`src/core/cgs_defines.svh`:
```
// Register offsets, field positions, reset values and timing for the clock status block
`ifndef CGS_DEFINES_SVH
`define CGS_DEFINES_SVH
// Register byte offsets
`define CGS_ADR_STATUS1   8'h00
`define CGS_ADR_STATUS2   8'h04
`define CGS_ADR_FLT_UPPER 8'h08
`define CGS_ADR_FLT_LOWER 8'h0c
`define CGS_ADR_TRIM      8'h10
`define CGS_ADR_CONTROL   8'h14
// Status one fields
`define CGS_ST1_MODE_HI   7
`define CGS_ST1_MODE_LO   6
`define CGS_ST1_REFERENCE_STATUS     5
`define CGS_ST1_LOST_LOCK_FLAG      4
`define CGS_ST1_LOCK      3
`define CGS_ST1_LOST_CLOCK_FLAG      2
`define CGS_ST1_EXT_REF_STABLE      1
`define CGS_ST1_IF        0
// Status two field
`define CGS_ST2_OSCST     0
// Control fields
`define CGS_CTL_SEL_HI    1
`define CGS_CTL_SEL_LO    0
`define CGS_CTL_LOST_LOCK_RESET_ENABLE     2
`define CGS_CTL_LOST_CLOCK_RESET_ENABLE     3
`define CGS_CTL_LOCD      4
// Mode select codes
`define CGS_SEL_SCM       2'h0
`define CGS_SEL_FEI       2'h1
`define CGS_SEL_FBE       2'h2
`define CGS_SEL_FEE       2'h3
// Reset values
`define CGS_FLT_RST       12'h400
`define CGS_TRIM_POR      8'h80
// Timing, in ns, and clock period
`define CGS_CLK_PERIOD_NS 25
`define CGS_OSC_STATIC_NS 1000
`define CGS_FLT_LATCH_NS  100
`define CGS_MODE_SYNC_NS  50
`endif

```
`src/core/cgs_pkg.sv`:
```
// Types shared by the clock status block
`default_nettype none
package cgs_pkg;
  // Clock generator operating states
  typedef enum logic [2:0] {ST_OFF, ST_SCM, ST_FEI, ST_FBE, ST_FEE} cgs_state_e;
  // Wishbone request from the master
  typedef struct packed {
    logic        cyc;
    logic        stb;
    logic        we;
    logic [7:0]  adr;
    logic [3:0]  sel;
    logic [31:0] dat;
  } cgs_wb_req_s;
  // Loop measurements on the bus clock
  typedef struct packed {
    logic [7:0]  count_err;
    logic        err_valid;
    logic        filt_upd;
    logic [11:0] filt_val;
  } cgs_fll_s;
  // Levels arriving from outside the clock domain
  typedef struct packed {
    logic locked;
    logic ext_ok;
    logic crystal;
    logic osc_clk;
    logic stop;
  } cgs_pins_s;
endpackage : cgs_pkg
`default_nettype wire

```
`src/core/cgs_sync3.sv`:
```
// Three-stage input synchroniser with agreement filter
`timescale 1ns/100ps
`default_nettype none
module cgs_sync3 #(
  parameter int WIDTH = 1
) (
  // Clock and reset
  input  wire logic             core_clk,
  input  wire logic             sys_rst,
  // Raw and filtered levels
  input  wire logic [WIDTH-1:0] async_in,
  output logic      [WIDTH-1:0] sync_out
);
  logic [WIDTH-1:0] stage1;  // Metastability catcher, read only by stage2
  logic [WIDTH-1:0] stage2;  // Second stage
  logic [WIDTH-1:0] stage3;  // Third stage

  // Shift chain
  always_ff @(posedge core_clk or posedge sys_rst) begin
    if (sys_rst) begin
      stage1 <= '0;
      stage2 <= '0;
      stage3 <= '0;
    end else begin
      stage1 <= async_in;
      stage2 <= stage1;
      stage3 <= stage2;
    end
  end

  // Accept a bit once the second and third stages agree
  always_ff @(posedge core_clk or posedge sys_rst) begin
    if (sys_rst) begin
      sync_out <= '0;
    end else begin
      for (int i = 0; i < WIDTH; i++) begin
        if (stage2[i] == stage3[i]) begin
          sync_out[i] <= stage3[i];
        end
      end
    end
  end
endmodule : cgs_sync3
`default_nettype wire

```
`src/core/cgs_top.sv`:
```
// Status, filter and trim registers of the internal clock generator
//
// Added by the designer: the register addresses and register access over Wishbone.
`timescale 1ns/100ps
`default_nettype none
`include "cgs_defines.svh"
//
// Contract
// - Two-bit field reports current clock mode
// - Mode status lags select through synchronisation
// - Reference bit: 0 external clock, 1 crystal
// - Sticky lost-lock flag until cleared
// - Lock bit only when engaged and locked
// - Sticky lost-clock flag until cleared
// - External reference stable bit reported
// - Interrupt flag set while request pending
// - Flag cleared by reset or read-then-write-1
// - New event restarts the clear sequence
// - Writing zero leaves flag unchanged
// - Oscillator stable after two small-drift samples
// - Leaving off does not wait; engaging waits for stable oscillator
// - Self-clocked loss monitoring after oscillator stable
// - Oscillator stable cleared entering off
// - Twelve-bit filter split upper and lower
// - Filter writable only when select self-clocked
// - Upper write commits whole filter at once
// - Upper write ignored while latch busy
// - Trim sets reference period, larger longer
// - Trim untouched by system reset
// - Lost clock: interrupt or reset by enable
// - Lost lock: interrupt or reset by enable
module cgs_top #(
  parameter logic [7:0] UNLOCK_THRESH = 8'h04  // Allowed count error drift
) (
  // Clock and resets
  input  wire logic               core_clk,
  input  wire logic               sys_rst,
  input  wire logic               por_rst,
  // Wishbone slave
  input  wire cgs_pkg::cgs_wb_req_s wb_req,
  output logic [31:0]             wb_dat_o,
  output logic                    wb_ack_o,
  // Clock generator side
  input  wire cgs_pkg::cgs_pins_s pins,
  input  wire cgs_pkg::cgs_fll_s  fll,
  // Control outputs
  output logic [11:0]             filter_value,
  output logic [7:0]              trim_value,
  output logic [1:0]              mode_status,
  output logic                    irq_req,
  output logic                    reset_req
);
  import cgs_pkg::*;

  // Cycle counts derived from times
  localparam int OSC_STATIC_CYC = (`CGS_OSC_STATIC_NS + `CGS_CLK_PERIOD_NS - 1)
                                  / `CGS_CLK_PERIOD_NS;
  localparam int LATCH_CYC      = (`CGS_FLT_LATCH_NS + `CGS_CLK_PERIOD_NS - 1)
                                  / `CGS_CLK_PERIOD_NS;
  localparam int MSYNC_CYC      = (`CGS_MODE_SYNC_NS + `CGS_CLK_PERIOD_NS - 1)
                                  / `CGS_CLK_PERIOD_NS;

  cgs_pins_s   pins_s;           // Synchronised pin levels
  cgs_state_e  state;            // Operating state
  logic [1:0]  mode_select;      // Software mode request
  logic [1:0]  applied_select;   // Request after crossing
  logic [3:0]  msync_cnt;        // Mode crossing countdown
  logic        lost_lock_reset_enable;            // Lost lock reset enable
  logic        lost_clock_reset_enable;            // Lost clock reset enable
  logic        locd;             // Loss of clock detection disable
  logic        lock_bit;         // Current lock status
  logic        lost_lock_flag;   // Sticky lost lock
  logic        lost_clock_flag;  // Sticky lost clock
  logic        irq_flag;         // Pending interrupt
  logic        clr_armed;        // Status read seen with flag set
  logic        osc_stable;       // Oscillator stable
  logic [7:0]  prev_err;         // Previous count error
  logic [1:0]  good_samples;     // Consecutive small-drift samples
  logic        osc_prev;         // Last oscillator level
  logic [7:0]  static_cnt;       // Cycles without oscillator edge
  logic        osc_static;       // Oscillator stopped
  logic [7:0]  flt_hold;         // Held lower filter byte
  logic [3:0]  latch_cnt;        // Filter latch busy counter
  logic        ext_prev;         // Last external stable level
  logic        access;           // New bus access this cycle
  logic        wr_en;            // Write access, low lane enabled
  logic        rd_st1;           // Read of status one
  logic        lock_lost_ev;     // Unexpected lock loss
  logic        clock_lost_ev;    // Loss of clock detected
  logic        monitor_en;       // Oscillator loss monitoring active
  logic [7:0]  status_one;       // Assembled status one
  logic [7:0]  control_rd;       // Assembled control readback

  // Absolute difference of two count errors
  function automatic logic [7:0] abs_diff(input logic [7:0] a, input logic [7:0] b);
    abs_diff = (a > b) ? (a - b) : (b - a);
  endfunction : abs_diff

  // State to mode code
  function automatic logic [1:0] mode_code(input cgs_state_e s);
    unique case (s)
      ST_FEI:  mode_code = `CGS_SEL_FEI;
      ST_FBE:  mode_code = `CGS_SEL_FBE;
      ST_FEE:  mode_code = `CGS_SEL_FEE;
      ST_OFF,
      ST_SCM:  mode_code = `CGS_SEL_SCM;
      default: mode_code = `CGS_SEL_SCM;  // Unused state codes read as self-clocked
    endcase
  endfunction : mode_code

  // Pin synchroniser
  cgs_sync3 #(
    .WIDTH    ($bits(cgs_pins_s))
  ) u_sync (
    .core_clk (core_clk),
    .sys_rst  (sys_rst),
    .async_in (pins),
    .sync_out (pins_s)
  );

  // Bus decode
  assign access = wb_req.cyc && wb_req.stb && !wb_ack_o;
  assign wr_en  = access && wb_req.we && wb_req.sel[0];
  assign rd_st1 = access && !wb_req.we && (wb_req.adr == `CGS_ADR_STATUS1);

  // Event detection
  assign monitor_en    = ((state == ST_SCM) && osc_stable)
                         || (state == ST_FEI) || (state == ST_FEE);
  assign lock_lost_ev  = lock_bit && !pins_s.locked
                         && ((state == ST_FEI) || (state == ST_FEE));
  assign clock_lost_ev = !locd && ((monitor_en && osc_static)
                         || (ext_prev && !pins_s.ext_ok
                             && ((state == ST_FBE) || (state == ST_FEE))));

  // Status assembly
  always_comb begin
    status_one = 8'h00;
    status_one[`CGS_ST1_MODE_HI:`CGS_ST1_MODE_LO] = mode_code(state);
    status_one[`CGS_ST1_REFERENCE_STATUS] = pins_s.crystal;
    status_one[`CGS_ST1_LOST_LOCK_FLAG]  = lost_lock_flag;
    status_one[`CGS_ST1_LOCK]  = lock_bit;
    status_one[`CGS_ST1_LOST_CLOCK_FLAG]  = lost_clock_flag;
    status_one[`CGS_ST1_EXT_REF_STABLE]  = pins_s.ext_ok;
    status_one[`CGS_ST1_IF]    = irq_flag;
    control_rd = 8'h00;
    control_rd[`CGS_CTL_SEL_HI:`CGS_CTL_SEL_LO] = mode_select;
    control_rd[`CGS_CTL_LOST_LOCK_RESET_ENABLE] = lost_lock_reset_enable;
    control_rd[`CGS_CTL_LOST_CLOCK_RESET_ENABLE] = lost_clock_reset_enable;
    control_rd[`CGS_CTL_LOCD]  = locd;
  end

  // Bus answer: ack one cycle after request, read data with it
  always_ff @(posedge core_clk or posedge sys_rst) begin
    if (sys_rst) begin
      wb_ack_o <= 1'b0;
      wb_dat_o <= 32'h0000_0000;
    end else begin
      wb_ack_o <= access;
      wb_dat_o <= 32'h0000_0000;
      if (access && !wb_req.we) begin
        unique case (wb_req.adr)
          `CGS_ADR_STATUS1:   wb_dat_o[7:0] <= status_one;
          `CGS_ADR_STATUS2:   wb_dat_o[`CGS_ST2_OSCST] <= osc_stable;
          `CGS_ADR_FLT_UPPER: wb_dat_o[3:0] <= filter_value[11:8];
          `CGS_ADR_FLT_LOWER: wb_dat_o[7:0] <= filter_value[7:0];
          `CGS_ADR_TRIM:      wb_dat_o[7:0] <= trim_value;
          `CGS_ADR_CONTROL:   wb_dat_o[7:0] <= control_rd;
          default:            wb_dat_o <= 32'h0000_0000;
        endcase
      end
    end
  end

  // Control register; a mode write is refused while the last one crosses
  always_ff @(posedge core_clk or posedge sys_rst) begin
    if (sys_rst) begin
      mode_select <= `CGS_SEL_SCM;
      lost_lock_reset_enable       <= 1'b0;
      lost_clock_reset_enable       <= 1'b0;
      locd        <= 1'b0;
    end else if (wr_en && (wb_req.adr == `CGS_ADR_CONTROL)) begin
      lost_lock_reset_enable <= wb_req.dat[`CGS_CTL_LOST_LOCK_RESET_ENABLE];
      lost_clock_reset_enable <= wb_req.dat[`CGS_CTL_LOST_CLOCK_RESET_ENABLE];
      locd  <= wb_req.dat[`CGS_CTL_LOCD];
      if (msync_cnt == 4'h0) begin
        mode_select <= wb_req.dat[`CGS_CTL_SEL_HI:`CGS_CTL_SEL_LO];
      end
    end
  end

  // Mode request crossing delay
  always_ff @(posedge core_clk or posedge sys_rst) begin
    if (sys_rst) begin
      msync_cnt      <= 4'h0;
      applied_select <= `CGS_SEL_SCM;
    end else if (wr_en && (wb_req.adr == `CGS_ADR_CONTROL) && (msync_cnt == 4'h0)) begin
      msync_cnt <= 4'(MSYNC_CYC);
    end else if (msync_cnt == 4'h1) begin
      msync_cnt      <= 4'h0;
      applied_select <= mode_select;
    end else if (msync_cnt != 4'h0) begin
      msync_cnt <= msync_cnt - 4'h1;
    end
  end

  // Operating state machine
  always_ff @(posedge core_clk or posedge sys_rst) begin
    if (sys_rst) begin
      state <= ST_SCM;
    end else if (pins_s.stop) begin
      state <= ST_OFF;
    end else begin
      unique case (state)
        ST_OFF: begin
          // Leaving off with an engaged request passes through self-clocked
          if ((applied_select == `CGS_SEL_FBE) && pins_s.ext_ok) begin
            state <= ST_FBE;
          end else begin
            state <= ST_SCM;
          end
        end
        ST_SCM: begin
          if ((applied_select == `CGS_SEL_FEI) && osc_stable) begin
            state <= ST_FEI;
          end else if ((applied_select == `CGS_SEL_FEE) && osc_stable && pins_s.ext_ok) begin
            state <= ST_FEE;
          end else if ((applied_select == `CGS_SEL_FBE) && pins_s.ext_ok) begin
            state <= ST_FBE;
          end
        end
        ST_FEI: begin
          if (applied_select != `CGS_SEL_FEI) begin
            state <= ST_SCM;
          end
        end
        ST_FBE: begin
          if ((applied_select != `CGS_SEL_FBE) || clock_lost_ev) begin
            state <= ST_SCM;
          end
        end
        ST_FEE: begin
          if (clock_lost_ev) begin
            state <= pins_s.ext_ok ? ST_FBE : ST_SCM;
          end else if (applied_select != `CGS_SEL_FEE) begin
            state <= ST_SCM;
          end
        end
      endcase
    end
  end

  // Mode status output follows the state
  always_ff @(posedge core_clk or posedge sys_rst) begin
    if (sys_rst) begin
      mode_status <= `CGS_SEL_SCM;
    end else begin
      mode_status <= mode_code(state);
    end
  end

  // Lock bit, forced low outside engaged modes
  always_ff @(posedge core_clk or posedge sys_rst) begin
    if (sys_rst) begin
      lock_bit <= 1'b0;
    end else begin
      lock_bit <= pins_s.locked && ((state == ST_FEI) || (state == ST_FEE));
    end
  end

  // Oscillator edge watch
  always_ff @(posedge core_clk or posedge sys_rst) begin
    if (sys_rst) begin
      osc_prev   <= 1'b0;
      static_cnt <= 8'h00;
      osc_static <= 1'b1;
      ext_prev   <= 1'b0;
    end else begin
      osc_prev <= pins_s.osc_clk;
      ext_prev <= pins_s.ext_ok;
      if (osc_prev != pins_s.osc_clk) begin
        static_cnt <= 8'h00;
        osc_static <= 1'b0;
      end else if (static_cnt == 8'(OSC_STATIC_CYC)) begin
        osc_static <= 1'b1;
      end else begin
        static_cnt <= static_cnt + 8'h01;
      end
    end
  end

  // Oscillator stable: two small-drift samples while toggling
  always_ff @(posedge core_clk or posedge sys_rst) begin
    if (sys_rst) begin
      osc_stable   <= 1'b0;
      prev_err     <= 8'h00;
      good_samples <= 2'h0;
    end else if ((state == ST_OFF) || osc_static) begin
      osc_stable   <= 1'b0;
      good_samples <= 2'h0;
    end else if (fll.err_valid) begin
      prev_err <= fll.count_err;
      if (abs_diff(fll.count_err, prev_err) <= UNLOCK_THRESH) begin
        if (good_samples == 2'h1) begin
          osc_stable <= 1'b1;
        end
        good_samples <= (good_samples == 2'h2) ? 2'h2 : good_samples + 2'h1;
      end else begin
        good_samples <= 2'h0;
      end
    end
  end

  // Sticky loss flags; software writes 1 to clear, a new loss wins
  always_ff @(posedge core_clk or posedge sys_rst) begin
    if (sys_rst) begin
      lost_lock_flag  <= 1'b0;
      lost_clock_flag <= 1'b0;
    end else begin
      if (lock_lost_ev) begin
        lost_lock_flag <= 1'b1;
      end else if (wr_en && (wb_req.adr == `CGS_ADR_STATUS1)
                   && wb_req.dat[`CGS_ST1_LOST_LOCK_FLAG]) begin
        lost_lock_flag <= 1'b0;
      end
      if (clock_lost_ev) begin
        lost_clock_flag <= 1'b1;
      end else if (wr_en && (wb_req.adr == `CGS_ADR_STATUS1)
                   && wb_req.dat[`CGS_ST1_LOST_CLOCK_FLAG]) begin
        lost_clock_flag <= 1'b0;
      end
    end
  end

  // Interrupt flag with read-then-write-1 clear
  always_ff @(posedge core_clk or posedge sys_rst) begin
    if (sys_rst) begin
      irq_flag  <= 1'b0;
      clr_armed <= 1'b0;
    end else if ((lock_lost_ev && !lost_lock_reset_enable) || (clock_lost_ev && !lost_clock_reset_enable)) begin
      irq_flag  <= 1'b1;
      clr_armed <= 1'b0;
    end else if (rd_st1 && irq_flag) begin
      clr_armed <= 1'b1;
    end else if (wr_en && (wb_req.adr == `CGS_ADR_STATUS1)) begin
      if (clr_armed && wb_req.dat[`CGS_ST1_IF]) begin
        irq_flag  <= 1'b0;
        clr_armed <= 1'b0;
      end
    end
  end

  // Interrupt and reset request outputs
  always_ff @(posedge core_clk or posedge sys_rst) begin
    if (sys_rst) begin
      irq_req   <= 1'b0;
      reset_req <= 1'b0;
    end else begin
      irq_req <= irq_flag;
      if ((lock_lost_ev && lost_lock_reset_enable) || (clock_lost_ev && lost_clock_reset_enable)) begin
        reset_req <= 1'b1;
      end
    end
  end

  // Filter value: lower byte held, upper write commits all twelve bits
  always_ff @(posedge core_clk or posedge sys_rst) begin
    if (sys_rst) begin
      filter_value <= `CGS_FLT_RST;
      flt_hold     <= 8'h00;
      latch_cnt    <= 4'h0;
    end else begin
      if (latch_cnt != 4'h0) begin
        latch_cnt <= latch_cnt - 4'h1;
      end
      if (wr_en && (mode_select == `CGS_SEL_SCM)) begin
        if (wb_req.adr == `CGS_ADR_FLT_LOWER) begin
          flt_hold <= wb_req.dat[7:0];
        end else if ((wb_req.adr == `CGS_ADR_FLT_UPPER) && (latch_cnt == 4'h0)) begin
          filter_value <= {wb_req.dat[3:0], flt_hold};
          latch_cnt    <= 4'(LATCH_CYC);
        end
      end else if (fll.filt_upd && ((state == ST_FEI) || (state == ST_FEE))) begin
        filter_value <= fll.filt_val;
      end
    end
  end

  // Trim, kept across system reset, reset only at power-on
  always_ff @(posedge core_clk or posedge por_rst) begin
    if (por_rst) begin
      trim_value <= `CGS_TRIM_POR;
    end else if (wr_en && (wb_req.adr == `CGS_ADR_TRIM)) begin
      trim_value <= wb_req.dat[7:0];
    end
  end
endmodule : cgs_top
`default_nettype wire

```
`config.mk`:
```
export PLATFORM = sky130hd
export DESIGN_NAME = cgs_top
export DESIGN_NICKNAME = d
export VERILOG_FILES = /design/src/core/cgs_pkg.sv /design/src/core/cgs_sync3.sv /design/src/core/cgs_top.sv
export VERILOG_INCLUDE_DIRS = /design/src /design/src/core
export SDC_FILE = /design/constraint.sdc
export NUM_CORES = 1
export LEC_CHECK = 0
export BUFFER_PORTS_ARGS = -buffer_cell sky130_fd_sc_hd__buf_2
export CAP_MARGIN = 10
export CORE_AREA = 2 2 115 117
export CTS_BUF_LIST = sky130_fd_sc_hd__clkbuf_16
export DETAILED_ROUTE_END_ITERATION = 16
export DIE_AREA = 0 0 117 119
export PLACE_DENSITY_LB_ADDON = 0.1
export REMOVE_ABC_BUFFERS = 1
export SYNTH_ARGS = -nofsm -noshare
export SYNTH_HDL_FRONTEND = slang
export SYNTH_SLANG_ARGS = --single-unit
```
`constraint.sdc`:
```
create_clock -name core_clk -period 8.9 [get_ports core_clk]
set_clock_uncertainty 0.15 [all_clocks]
set_input_delay 0.445 -clock core_clk [delete_from_list [all_inputs] [get_ports core_clk]]
set_output_delay 0.445 -clock core_clk [all_outputs]
set_load 0.02 [all_outputs]
```
==> metrics, run 1 <==
Hold Path End u_sync.stage1[1]$_DFF_PP0_; Seq pwr share 41.9%; CP Launch Type primary input; sequential share of the synthesized area 47.9%; Setup CP Type in -> reg; Nets 727; final core occ 49.5%; Max Root-Sink Buffers 2; Sw Pwr 0.485 mW; first-pass GRT wire length 19.4 mm; DR WL met2 5.58 mm; CP max FO 8; Site Rows 42; crit-path cells buf_2 -> or4_4 -> nor2_1 -> and2_0 -> and2_1 -> mux2_2; GPL Wtd Cong 0.818; Post-synth ARST share 100%; Critical Path Sink Type flip-flop; met1 wire length 5.64 mm; Final period util 29.8%; Residual DRC 0; CTS tree done; worst skew pair latency 340 ps; dominant cell type by area after synthesis dfrtp_1; H-tree levels 3; final wirelength 11.8 mm; number of diodes 0; Hold Crit Depth 1; most common cell after layout, fill and taps aside dfrtp_1; r2r setup slk 6380 ps; initial antenna violation count 0; Post-CTS Setup Inserts 0; Synth Instances 552; routed wl met3 441 um; Final Setup Violations 0; Final min period 2650 ps; crit-path max cell delay 540 ps; post-route insts no fill 808; DP HPWL 8.74 mm; HP Class in -> reg; largest net degree at the start of global routing 76; GRT Resource Usage Total 17.9%; R2R Path Start prev_err[4]$_DFFE_PP0P_; leakage 3.09 nW; share of cells above drive strength 1 21.0%; Final Slew Violations 0; number of DRC markers in iteration 0 244; arrival time worst endpoint 2730 ps; Port Buffer Count 82; syn_area_per_cell 10.0 um^2; Root Driver clkbuf_16; Yosys Warn Count 0; Setup TNS Final 0 ps; status finished clean; Yosys cell types 54; Reg2Reg Depth 8; Synth Register Bits 106; vias per std cell 5.03; maxcap violations 0; WP buf/inv 1; Comb power frac 27.9%; Worst-path clk slew 70 ps; io pins 134; top-area cell type share of the netlist area 46.0%; Pint 0.990 mW; Mapped Area 5550 um^2; Pre-antenna DRT Iters 4; post-placement cell count 790; hold_sp pins[1]; DR top layer met4; Required @ worst endpoint 8980 ps; CTS resizes 0; starting density of the core 43.1%; VDD IR max 0.0000840 V; Synth area leaders dfrtp_1, ha_1, mux2i_1, o21ai_0, nand2_1; clock tree sinks 106; GRT Residual Overflow 0; vias in the first global route 3,917; actual slew at the worst max-slew pin 958 ps; Chip Width 117 um; top cell family by delay on the critical path simple AND/OR/NAND/NOR gates; DIE AREA 13,900 um^2; wire per inst 14.6 um; part of the power in the clock network 30.2%; EDFF count, synth 0; Core Region 12,900 um^2; die height 119 um; most frequent cells in the layout dfrtp_1, buf_2, nand2_1; Max Fclk 377 MHz; max_slew headroom 36.1%; Final ANT Viol Nets 0; sw frac 32.9%; ys flop type dfrtp_1; worst r2r dst good_samples[1]$_DFFE_PP0P_; synth-to-layout area growth 14.9%; PD cells 231 nW/um^2; slowest stage cell on the critical path or4_4; CTS Buf Count 9; final hold vios 0; fill cell count 1,231; RSZ-0062 raised after global routing no; via count 4,061
-- how the worst max path moves through the flow --
stage / startpoint / cells past startpoint / endpoint
after floorplan: sys_rst / 1 / applied_select[0]$_DFFE_PP0P_
after global placement: wb_req[36] / 6 / flt_hold[6]$_DFFE_PP0P_
after detailed placement: wb_req[36] / 6 / flt_hold[5]$_DFFE_PP0P_
after CTS: wb_req[36] / 6 / flt_hold[6]$_DFFE_PP0P_
after global routing: wb_req[36] / 6 / flt_hold[5]$_DFFE_PP0P_
final: wb_req[36] / 6 / flt_hold[7]$_DFFE_PP0P_
-- state kept, by name (all words and copies together) (netlist names), 4 cells and up --
signal / cells
filter_value: 12
prev_err: 8
msync_cnt: 4
static_cnt: 8
u_sync.stage2: 5
trim_value: 8
wb_dat_o: 8
u_sync.stage1: 5
u_sync.sync_out: 5
latch_cnt: 4
u_sync.stage3: 5
flt_hold: 8
-- stage by stage --
step	power, mW	cell area, um^2	setup WS (ps)	hold slack [ps]
2_1_floorplan	0.915	5360	5750	110
3_3_place_gp	1.02	6020	5920	181
3_5_place_dp	1.04	6020	5870	185
4_1_cts	1.49	6370	6240	34.9
5_1_grt	1.58	6370	6160	34.1
6_report	1.47	6370	6250	54.9
-- kinds of logic after synthesis --
family          Yosys count  share of synthesized area, %
mux                      46                          9.61
compound gates          114                          12.5
xor+xnor                 11                          1.74
simple gates            166                          14.9
other cells               1                        0.0676
flops                   106                          47.9
fa+ha+maj                28                          6.09
buf+inv                  80                          7.22
-- layout make-up --
type / instances / area, um^2 / share of cell area [%]
sequential: 106 / 2660 / 41.7
multi-input combinational: 389 / 2570 / 40.4
timing repair buffer: 87 / 453 / 7.11
clock buffer: 9 / 225 / 3.53
tap: 176 / 220 / 3.46
inverter: 34 / 130 / 2.04
clock inverter: 7 / 110 / 1.73
-- power by group through the flow --
stage	logic [mW]	registers, mW	clock network (mW)
finish	0.411	0.618	0.446
global route	0.469	0.629	0.481
CTS	0.416	0.619	0.460
detailed placement	0.414	0.627	0
global placement	0.399	0.626	0
floorplan	0.264	0.651	0
-- synthesized netlist by cell type, drive strengths merged (2+ instances only) --
cell and instances:
a211oi 3, a21boi 3, a21o 3, a21oi 27
a22o 6, a22oi 8, a31oi 3, a32oi 2
and2 5, and3 4, buf 29, clkbuf 17
dfrtp 102, dfstp 4, ha 23, inv 34
maj3 5, mux2 24, mux2i 21, nand2 49
nand2b 7, nand3 17, nand4 2, nor2 39
nor2b 11, nor3 15, nor3b 4, nor4 3
nor4bb 2, o211ai 7, o21ai 41, o21bai 2
o22a 2, o22ai 4, or4 2, xnor2 5
xor2 6
-- per-layer routing --
| layer | GRT usage, % | vias to the layer above |
|---|---|---|
| li1 | - | 2015 |
| met1 | 25.7 | 1956 |
| met2 | 27.7 | 78 |
| met3 | 2.65 | 12 |
| met4 | 6.54 | 0 |
| met5 | 0 | - |
-- timing repair --
| action | 4_1_cts | 5_1_grt |
|---|---|---|
| endpoints found under the setup margin | 0 | 0 |
| endpoints found under the hold margin | 29 | 0 |
| hold buffers | 2 | 0 |
No activity file was read; power rests on OpenSTA's default activity.
==> inputs of run 2 (changes only) <==
==> constraint.sdc (replaced) <==
create_clock -name core_clk -period 2.4 [get_ports core_clk]
set_clock_uncertainty 0.15 [all_clocks]
set_input_delay 0.12 -clock core_clk [delete_from_list [all_inputs] [get_ports core_clk]]
set_output_delay 0.12 -clock core_clk [all_outputs]
set_load 0.02 [all_outputs]
==> run 2 against run 1 <==
  * Flip-flop and latch count unchanged
  * Largest power group unchanged
  * Highest routed layer unchanged
  * Wire length increased by 7.6%
  * Total power increased to 3.6 times the previous value
  * Core utilization increased by 4.7 points
  * Register-to-register slack got worse by 6200 ps
  * First-iteration DRC count decreased by 18%
  * Clock power increased to 3.0 times the previous value
  * Count of clock-buffer cells in the layout unchanged
  * Sequential power increased to 3.7 times the previous value
  * Critical endpoint is now good_samples[1]$_DFFE_PP0P_
  * Setup slack got worse by 6100 ps
==> metrics, run 2 (same netlist as run 1, synthesis figures left out) <==
Root Driver clkbuf_16; worst skew pair latency 350 ps (about the same); HP Class in -> reg; clock tree sinks 106 (unchanged); Final min period 2270 ps; Pint 3.50 mW (+250%); leakage 3.35 nW (+8.4%); GPL Wtd Cong 0.853 (+4.3%); vias per std cell 4.91 (-2.2%); Site Rows 42 (unchanged); Sw Pwr 1.88 mW (+290%); final hold vios 0 (unchanged); CTS Buf Count 9 (unchanged); most frequent cells in the layout dfrtp_1, buf_2, nand2_1; Final ANT Viol Nets 0 (unchanged); most common cell after layout, fill and taps aside dfrtp_1; maxcap violations 0 (unchanged); Residual DRC 0 (unchanged); CTS tree done; Final period util 94.6%; die height 119 um (unchanged); max reg flops 12 (unchanged); arrival time worst endpoint 2360 ps (-370 ps); number of diodes 0 (unchanged); Chip Width 117 um (unchanged); via count 4,270 (+5.1%); worst setup margin 129 ps (-6120 ps); share of cells above drive strength 1 25.0% (+3.9 points); Setup CP Type in -> reg; Comb power frac 32.2% (+4.3 points); Seq pwr share 42.9% (+1.0 points); VDD IR max 0.000377 V (+350%); largest net degree at the start of global routing 52 (-32%); DP HPWL 9.34 mm (+6.8%); Placed Area 6240 um^2 (+3.7%); Port Buffer Count 82 (unchanged); Final Setup Violations 0 (unchanged); H-tree levels 3 (unchanged); Worst-path clk slew 70 ps (about the same); Max Fclk 440 MHz; Storage cell area 2660 um^2 (unchanged); status finished clean; first-pass GRT wire length 20.6 mm (+6.4%); wire per inst 14.6 um (about the same); number of DRC markers in iteration 0 201 (-18%); initial antenna violation count 0 (unchanged); Final Cell Area 6970 um^2 (+9.4%); CP max FO 4 (-4); actual slew at the worst max-slew pin 673 ps (-285 ps); GRT Residual Overflow 0 (unchanged); vias in the first global route 4,188 (+6.9%); GRT Resource Usage Total 19.0% (+1.0 points); sw frac 34.9% (+2.1 points); Nets 788 (+8.4%); fill cell count 1,179 (-4.2%); RSZ-0062 raised after global routing no; final total power 5.38 mW (+260%); Max Root-Sink Buffers 2 (unchanged); Multi-input gate area 2660 um^2 (+3.4%); Biggest register filter_value; Post-Place Setup Slack 16.6 ps (-5860 ps); CP Launch Type primary input; synth-to-layout area growth 25.7%; starting density of the core 43.1% (unchanged); PD cells 771 nW/um^2 (+230%); Pre-antenna DRT Iters 4 (unchanged); Critical Path Sink Type flip-flop; Required @ worst endpoint 2490 ps (-6490 ps); part of the power in the clock network 24.9% (-5.3 points); io pins 134 (unchanged); Final Slew Violations 0 (unchanged); max_slew headroom 55.1% (+19 points); final wirelength 12.7 mm (+7.6%); Core Region 12,900 um^2 (unchanged); DIE AREA 13,900 um^2 (unchanged)
[run 2: changes by cell type in the layout (fill, tap and decap cells not counted), moves of 3 or more]
| cell | before | now |
|---|---|---|
| dlygate4sd3_1 | 2 | 37 |
| buf_4 | 3 | 26 |
| ha_1 | 23 | 18 |
| a211oi_1 | 3 | 0 |
| a211oi_2 | 0 | 3 |
| a21oi_1 | 27 | 24 |
| a21oi_2 | 0 | 3 |
| buf_12 | 0 | 3 |
| bufinv_16 | 3 | 0 |
| clkinvlp_4 | 0 | 3 |
| ha_4 | 0 | 3 |
[run 2: cell type report]
class                   count  area share [%]
inverters                  34            1.87
clock buffers               9            3.23
flip-flops and latches    106            38.1
well taps                 176            3.16
multi-input cells         389            38.2
repair buffers            148            14.9
clock inverters             7           0.610
[run 2: worst max-delay path: stages]
cell           delay, ps
dlygate4sd3_1        530
buf_2                120
inv_1                 40
ha_1                 340
inv_1                140
a21oi_1               80
nor3_2               240
mux2i_1              210
nor3_1                80
o22a_1               250
a22o_1               200
[run 2: worst paths after layout]
path                                               end  depth (start not counted)  slack, ps                  startpoint
hold / removal             good_samples[0]$_DFFE_PP0P_                          3         20                     fll[13]
setup reg to reg           good_samples[1]$_DFFE_PP0P_                          8        150     prev_err[4]$_DFFE_PP0P_
hold reg to reg             u_sync.stage2[3]$_DFF_PP0_                          0        200  u_sync.stage1[3]$_DFF_PP0_
max in group asynchronous       osc_static$_DFFE_PP1P_                          4       1210                     sys_rst
setup / recovery           good_samples[1]$_DFFE_PP0P_                         11        130                     fll[19]
min in group asynchronous    trim_value[3]$_DFFE_PP0P_                          3        140                     por_rst
[run 2: per-stage QoR]
step                      instances  TNS [ps]  hold slack [ps]  util [%]
after floorplan                 529    -51150             -215         -
final                           869         0             19.8      54.2
after global placement          815         0            -40.8      48.5
after global routing            869         0             28.7      54.2
after CTS                       868         0             16.8      53.4
after detailed placement        815         0            -31.6      48.5
[run 2: metal layers]
metal  vias to the layer above  global-route usage [%]  share of wire [%]  wire length (um)
li1                       2136                       -                  -                 -
met1                      2028                    27.1                 49              6230
met2                        90                    29.2                 46              5870
met3                        16                    3.05                3.1               393
met4                         0                    6.69                1.6               208
met5                         -                       0                  0                 0
[run 2: power groups by stage]
stage               clock network (mW)  registers, mW  logic (mW)
floorplan                            0           2.41       0.979
global route                      1.46           2.35        1.96
CTS                               1.38           2.30        1.66
finish                            1.34           2.31        1.73
detailed placement                   0           2.33        1.61
global placement                     0           2.32        1.56
[run 2: what timing repair did]
action                                  CTS  global route
resized for setup                         0            15
buffers inserted                          0             1
endpoints found under the setup margin    0             4
hold buffers                             37             0
endpoints found under the hold margin   105             0
==> inputs of run 3 (changes only) <==
--- a/config.mk
+++ b/config.mk
@@ -6,6 +6,7 @@
 export SDC_FILE = /design/constraint.sdc
 export NUM_CORES = 1
 export LEC_CHECK = 0
+export ABC_AREA = 1
 export BUFFER_PORTS_ARGS = -buffer_cell sky130_fd_sc_hd__buf_2
 export CAP_MARGIN = 10
 export CORE_AREA = 2 2 115 117
==> run 3 against run 2 <==
  * Combinational power increased by 34%
  * First-iteration DRC count increased by 23%
  * Count of clock-buffer cells in the layout unchanged
  * Setup slack improved by 97 ps
  * Critical endpoint is now osc_stable$_DFFE_PP0P_
==> metrics, run 3 <==
status finished clean; maxcap violations 0 (unchanged); number of DRC markers in iteration 0 247 (+23%); share of cells above drive strength 1 15.4% (-9.6 points); Root Driver clkbuf_16; Pre-antenna DRT Iters 5 (+1); Comb power frac 38.7% (+6.5 points); post-synthesis mux area share 0.201% (-9.4 points); HP Class in -> async; Biggest register filter_value; initial antenna violation count 0 (unchanged); number of diodes 0 (unchanged); Seq pwr share 38.8% (-4.1 points); ys flop type dfrtp_1; clock tree sinks 106 (unchanged); Port Buffer Count 82 (unchanged); Crit path top cell by count nand2_1; most frequent cells in the layout nand2_1, inv_1, dfrtp_1; Final Setup Violations 0 (unchanged); Core Region 12,900 um^2 (unchanged); die height 119 um (unchanged); top-count cell post-synth nand2_1; Mapped Area 5600 um^2 (+1.0%); GRT Resource Usage Total 19.3% (+0.32 points); Max Root-Sink Buffers 2 (unchanged); Yosys cell types 46 (-15%); final hold vios 0 (unchanged); crit-path max cell delay 520 ps (about the same); Worst-path clk slew 70 ps (about the same); EDFF count, synth 0 (unchanged); vias per std cell 4.80 (-2.3%); Required @ worst endpoint 2530 ps (+40 ps); most common cell after layout, fill and taps aside nand2_1; final core occ 53.4% (-0.79 points); Nets 927 (+18%); Critical Path Start fll[18]; simple-gate share of the synthesized area 23.0% (+8.1 points); Max Fclk 460 MHz (+4.4%); VDD IR max 0.000673 V (+79%); starting density of the core 43.5% (+0.44 points); CTS tree done; slowest stage cell on the critical path dlygate4sd3_1; Synth Instances 694 (+26%); top-area cell type share of the netlist area 45.6% (-0.46 points); Setup TNS Final 0 ps (unchanged); Final ANT Viol Nets 0 (unchanged); WP buf/inv 3 (-1); max reg flops 12 (unchanged); complex-gate fraction of the synthesized area 10.9% (-1.6 points); DP HPWL 9.71 mm (+4.0%); dominant cell type by area after synthesis dfrtp_1; top cell family by delay on the critical path simple AND/OR/NAND/NOR gates; Setup CP Type in -> reg; Critical Path Sink Type flip-flop; Synth Area in Adders 6.03% (-0.061 points); Final Hold Slack 113 ps (+93.4 ps); Chip Width 117 um (unchanged); synth-to-layout area growth 22.6%; r2r setup slk 250 ps (+100 ps); first-pass GRT wire length 21.1 mm (+2.4%); wire per inst 12.7 um (-13%); sequential share of the synthesized area 47.4% (-0.48 points); actual slew at the worst max-slew pin 540 ps (-133 ps); arrival time worst endpoint 2300 ps (-60 ps); H-tree levels 3 (unchanged); CP max FO 6 (+2); via count 4,835 (+13%); GPL Wtd Cong 0.826 (-3.2%); post-route insts no fill 1,007 (+16%); Final Slew Violations 0 (unchanged); PD cells 869 nW/um^2 (+13%); post-placement cell count 952 (+17%); syn_area_per_cell 8.07 um^2 (-20%); Pint 3.66 mW (+4.6%); Site Rows 42 (unchanged); Final period util 90.6% (-4.0 points); R2R Path Start prev_err[5]$_DFFE_PP0P_; vias in the first global route 4,676 (+12%); XOR/XNOR Fraction of Synth Area 0.782% (-0.96 points); Post-synth ARST share 100% (unchanged); part of the power in the clock network 22.6% (-2.3 points); Final min period 2170 ps (-96.6 ps); RSZ-0062 raised after global routing no; Synth Register Bits 106 (unchanged); CP Launch Type primary input; fill cell count 1,255 (+6.4%); final total power 5.97 mW (+11%); max_slew headroom 64.0% (+8.9 points); DIE AREA 13,900 um^2 (unchanged); crit-path cells dlygate4sd3_1 -> buf_2 -> inv_1 -> ha_1 -> nand2_1 -> nor2_2 -> nand4_1 -> a21boi_0 -> nand2_1 -> nand2_1 -> nor2_4 -> nand3_1 -> a21oi_1; largest net degree at the start of global routing 44 (-15%); io pins 134 (unchanged); Yosys Warn Count 0 (unchanged); largest family of logic cells by synthesized area simple AND/OR/NAND/NOR gates; Synth area leaders dfrtp_1, nand2_1, inv_1, ha_1, o21ai_0; Sw Pwr 2.31 mW (+23%); GRT Residual Overflow 0 (unchanged); leakage 3.61 nW (+7.8%); Residual DRC 0 (unchanged); worst skew pair latency 350 ps (about the same); top cells by count, synth nand2_1, inv_1, dfrtp_1; sw frac 38.7% (+3.7 points); final wirelength 12.8 mm (+0.76%); CTS Buf Count 9 (unchanged)
==> run 3: metrics by stage <==
step	instance area, um^2	worst slack, ps
6_report	6870	225
5_1_grt	6870	6.88
4_1_cts	6850	64.9
3_5_place_dp	6180	104
3_3_place_gp	6180	158
2_1_floorplan	5470	-427
==> run 3: repair_timing <==
action,CTS,global route
setup buffers,0,0
hold endpoints to repair,99,0
hold buffers,40,0
setup endpoints to repair,0,3
resized for setup,0,8
==> run 3: cells by family after synthesis <==
| logic type | after synthesis |
|---|---|
| XOR/XNOR | 5 |
| buffers and inverters | 145 |
| flip-flops | 106 |
| other | 1 |
| adder cells (fa/ha/maj) | 28 |
| multiplexers | 1 |
| AND/OR/NAND/NOR | 303 |
| AO/OA/AOI/OAI | 105 |
==> run 3: worst paths after layout <==
kind,to,depth (start not counted)
worst max-delay path,osc_stable$_DFFE_PP0P_,13
worst min-delay path,trim_value[4]$_DFFE_PP0P_,3
worst max register to register,osc_stable$_DFFE_PP0P_,10
worst min register to register,u_sync.stage2[0]$_DFF_PP0_,0
max in group asynchronous,filter_value[10]$_DFFE_PP1P_,4
min in group core_clk,clr_armed$_DFFE_PP0P_,7
==> run 3: metal layers <==
layer  part of all wire, %  vias to the layer above  GRT usage, %  routed length [um]
met3                   4.0                       24          4.12                 511
li1                      -                     2445             -                   -
met1                    43                     2245          22.9                5540
met4                   2.2                        0          6.76                 277
met5                     0                        -             0                   0
met2                    51                      121          34.1                6460
==> run 3: area by class of cell <==
type	count	area, um^2	share of cell area (%)
sequential	106	2660	38.7
multi-input combinational	466	2410	35.0
timing repair buffer	131	891	13.0
inverter	113	429	6.25
clock buffer	9	225	3.28
tap	176	220	3.20
clock inverter	6	42.5	0.619
==> run 3: tightest hold or removal path, delay by kind of cell <==
family / cells / cell delay [ps]
buf+inv: 3 / 900
==> run 3: power by group through the flow <==
stage	clock, mW	combinational [mW]	sequential, mW
2_1_floorplan	0	1.50	2.44
3_3_place_gp	0	2.18	2.33
3_5_place_dp	0	2.23	2.35
4_1_cts	1.41	2.28	2.31
5_1_grt	1.47	2.70	2.35
6_report	1.35	2.31	2.31
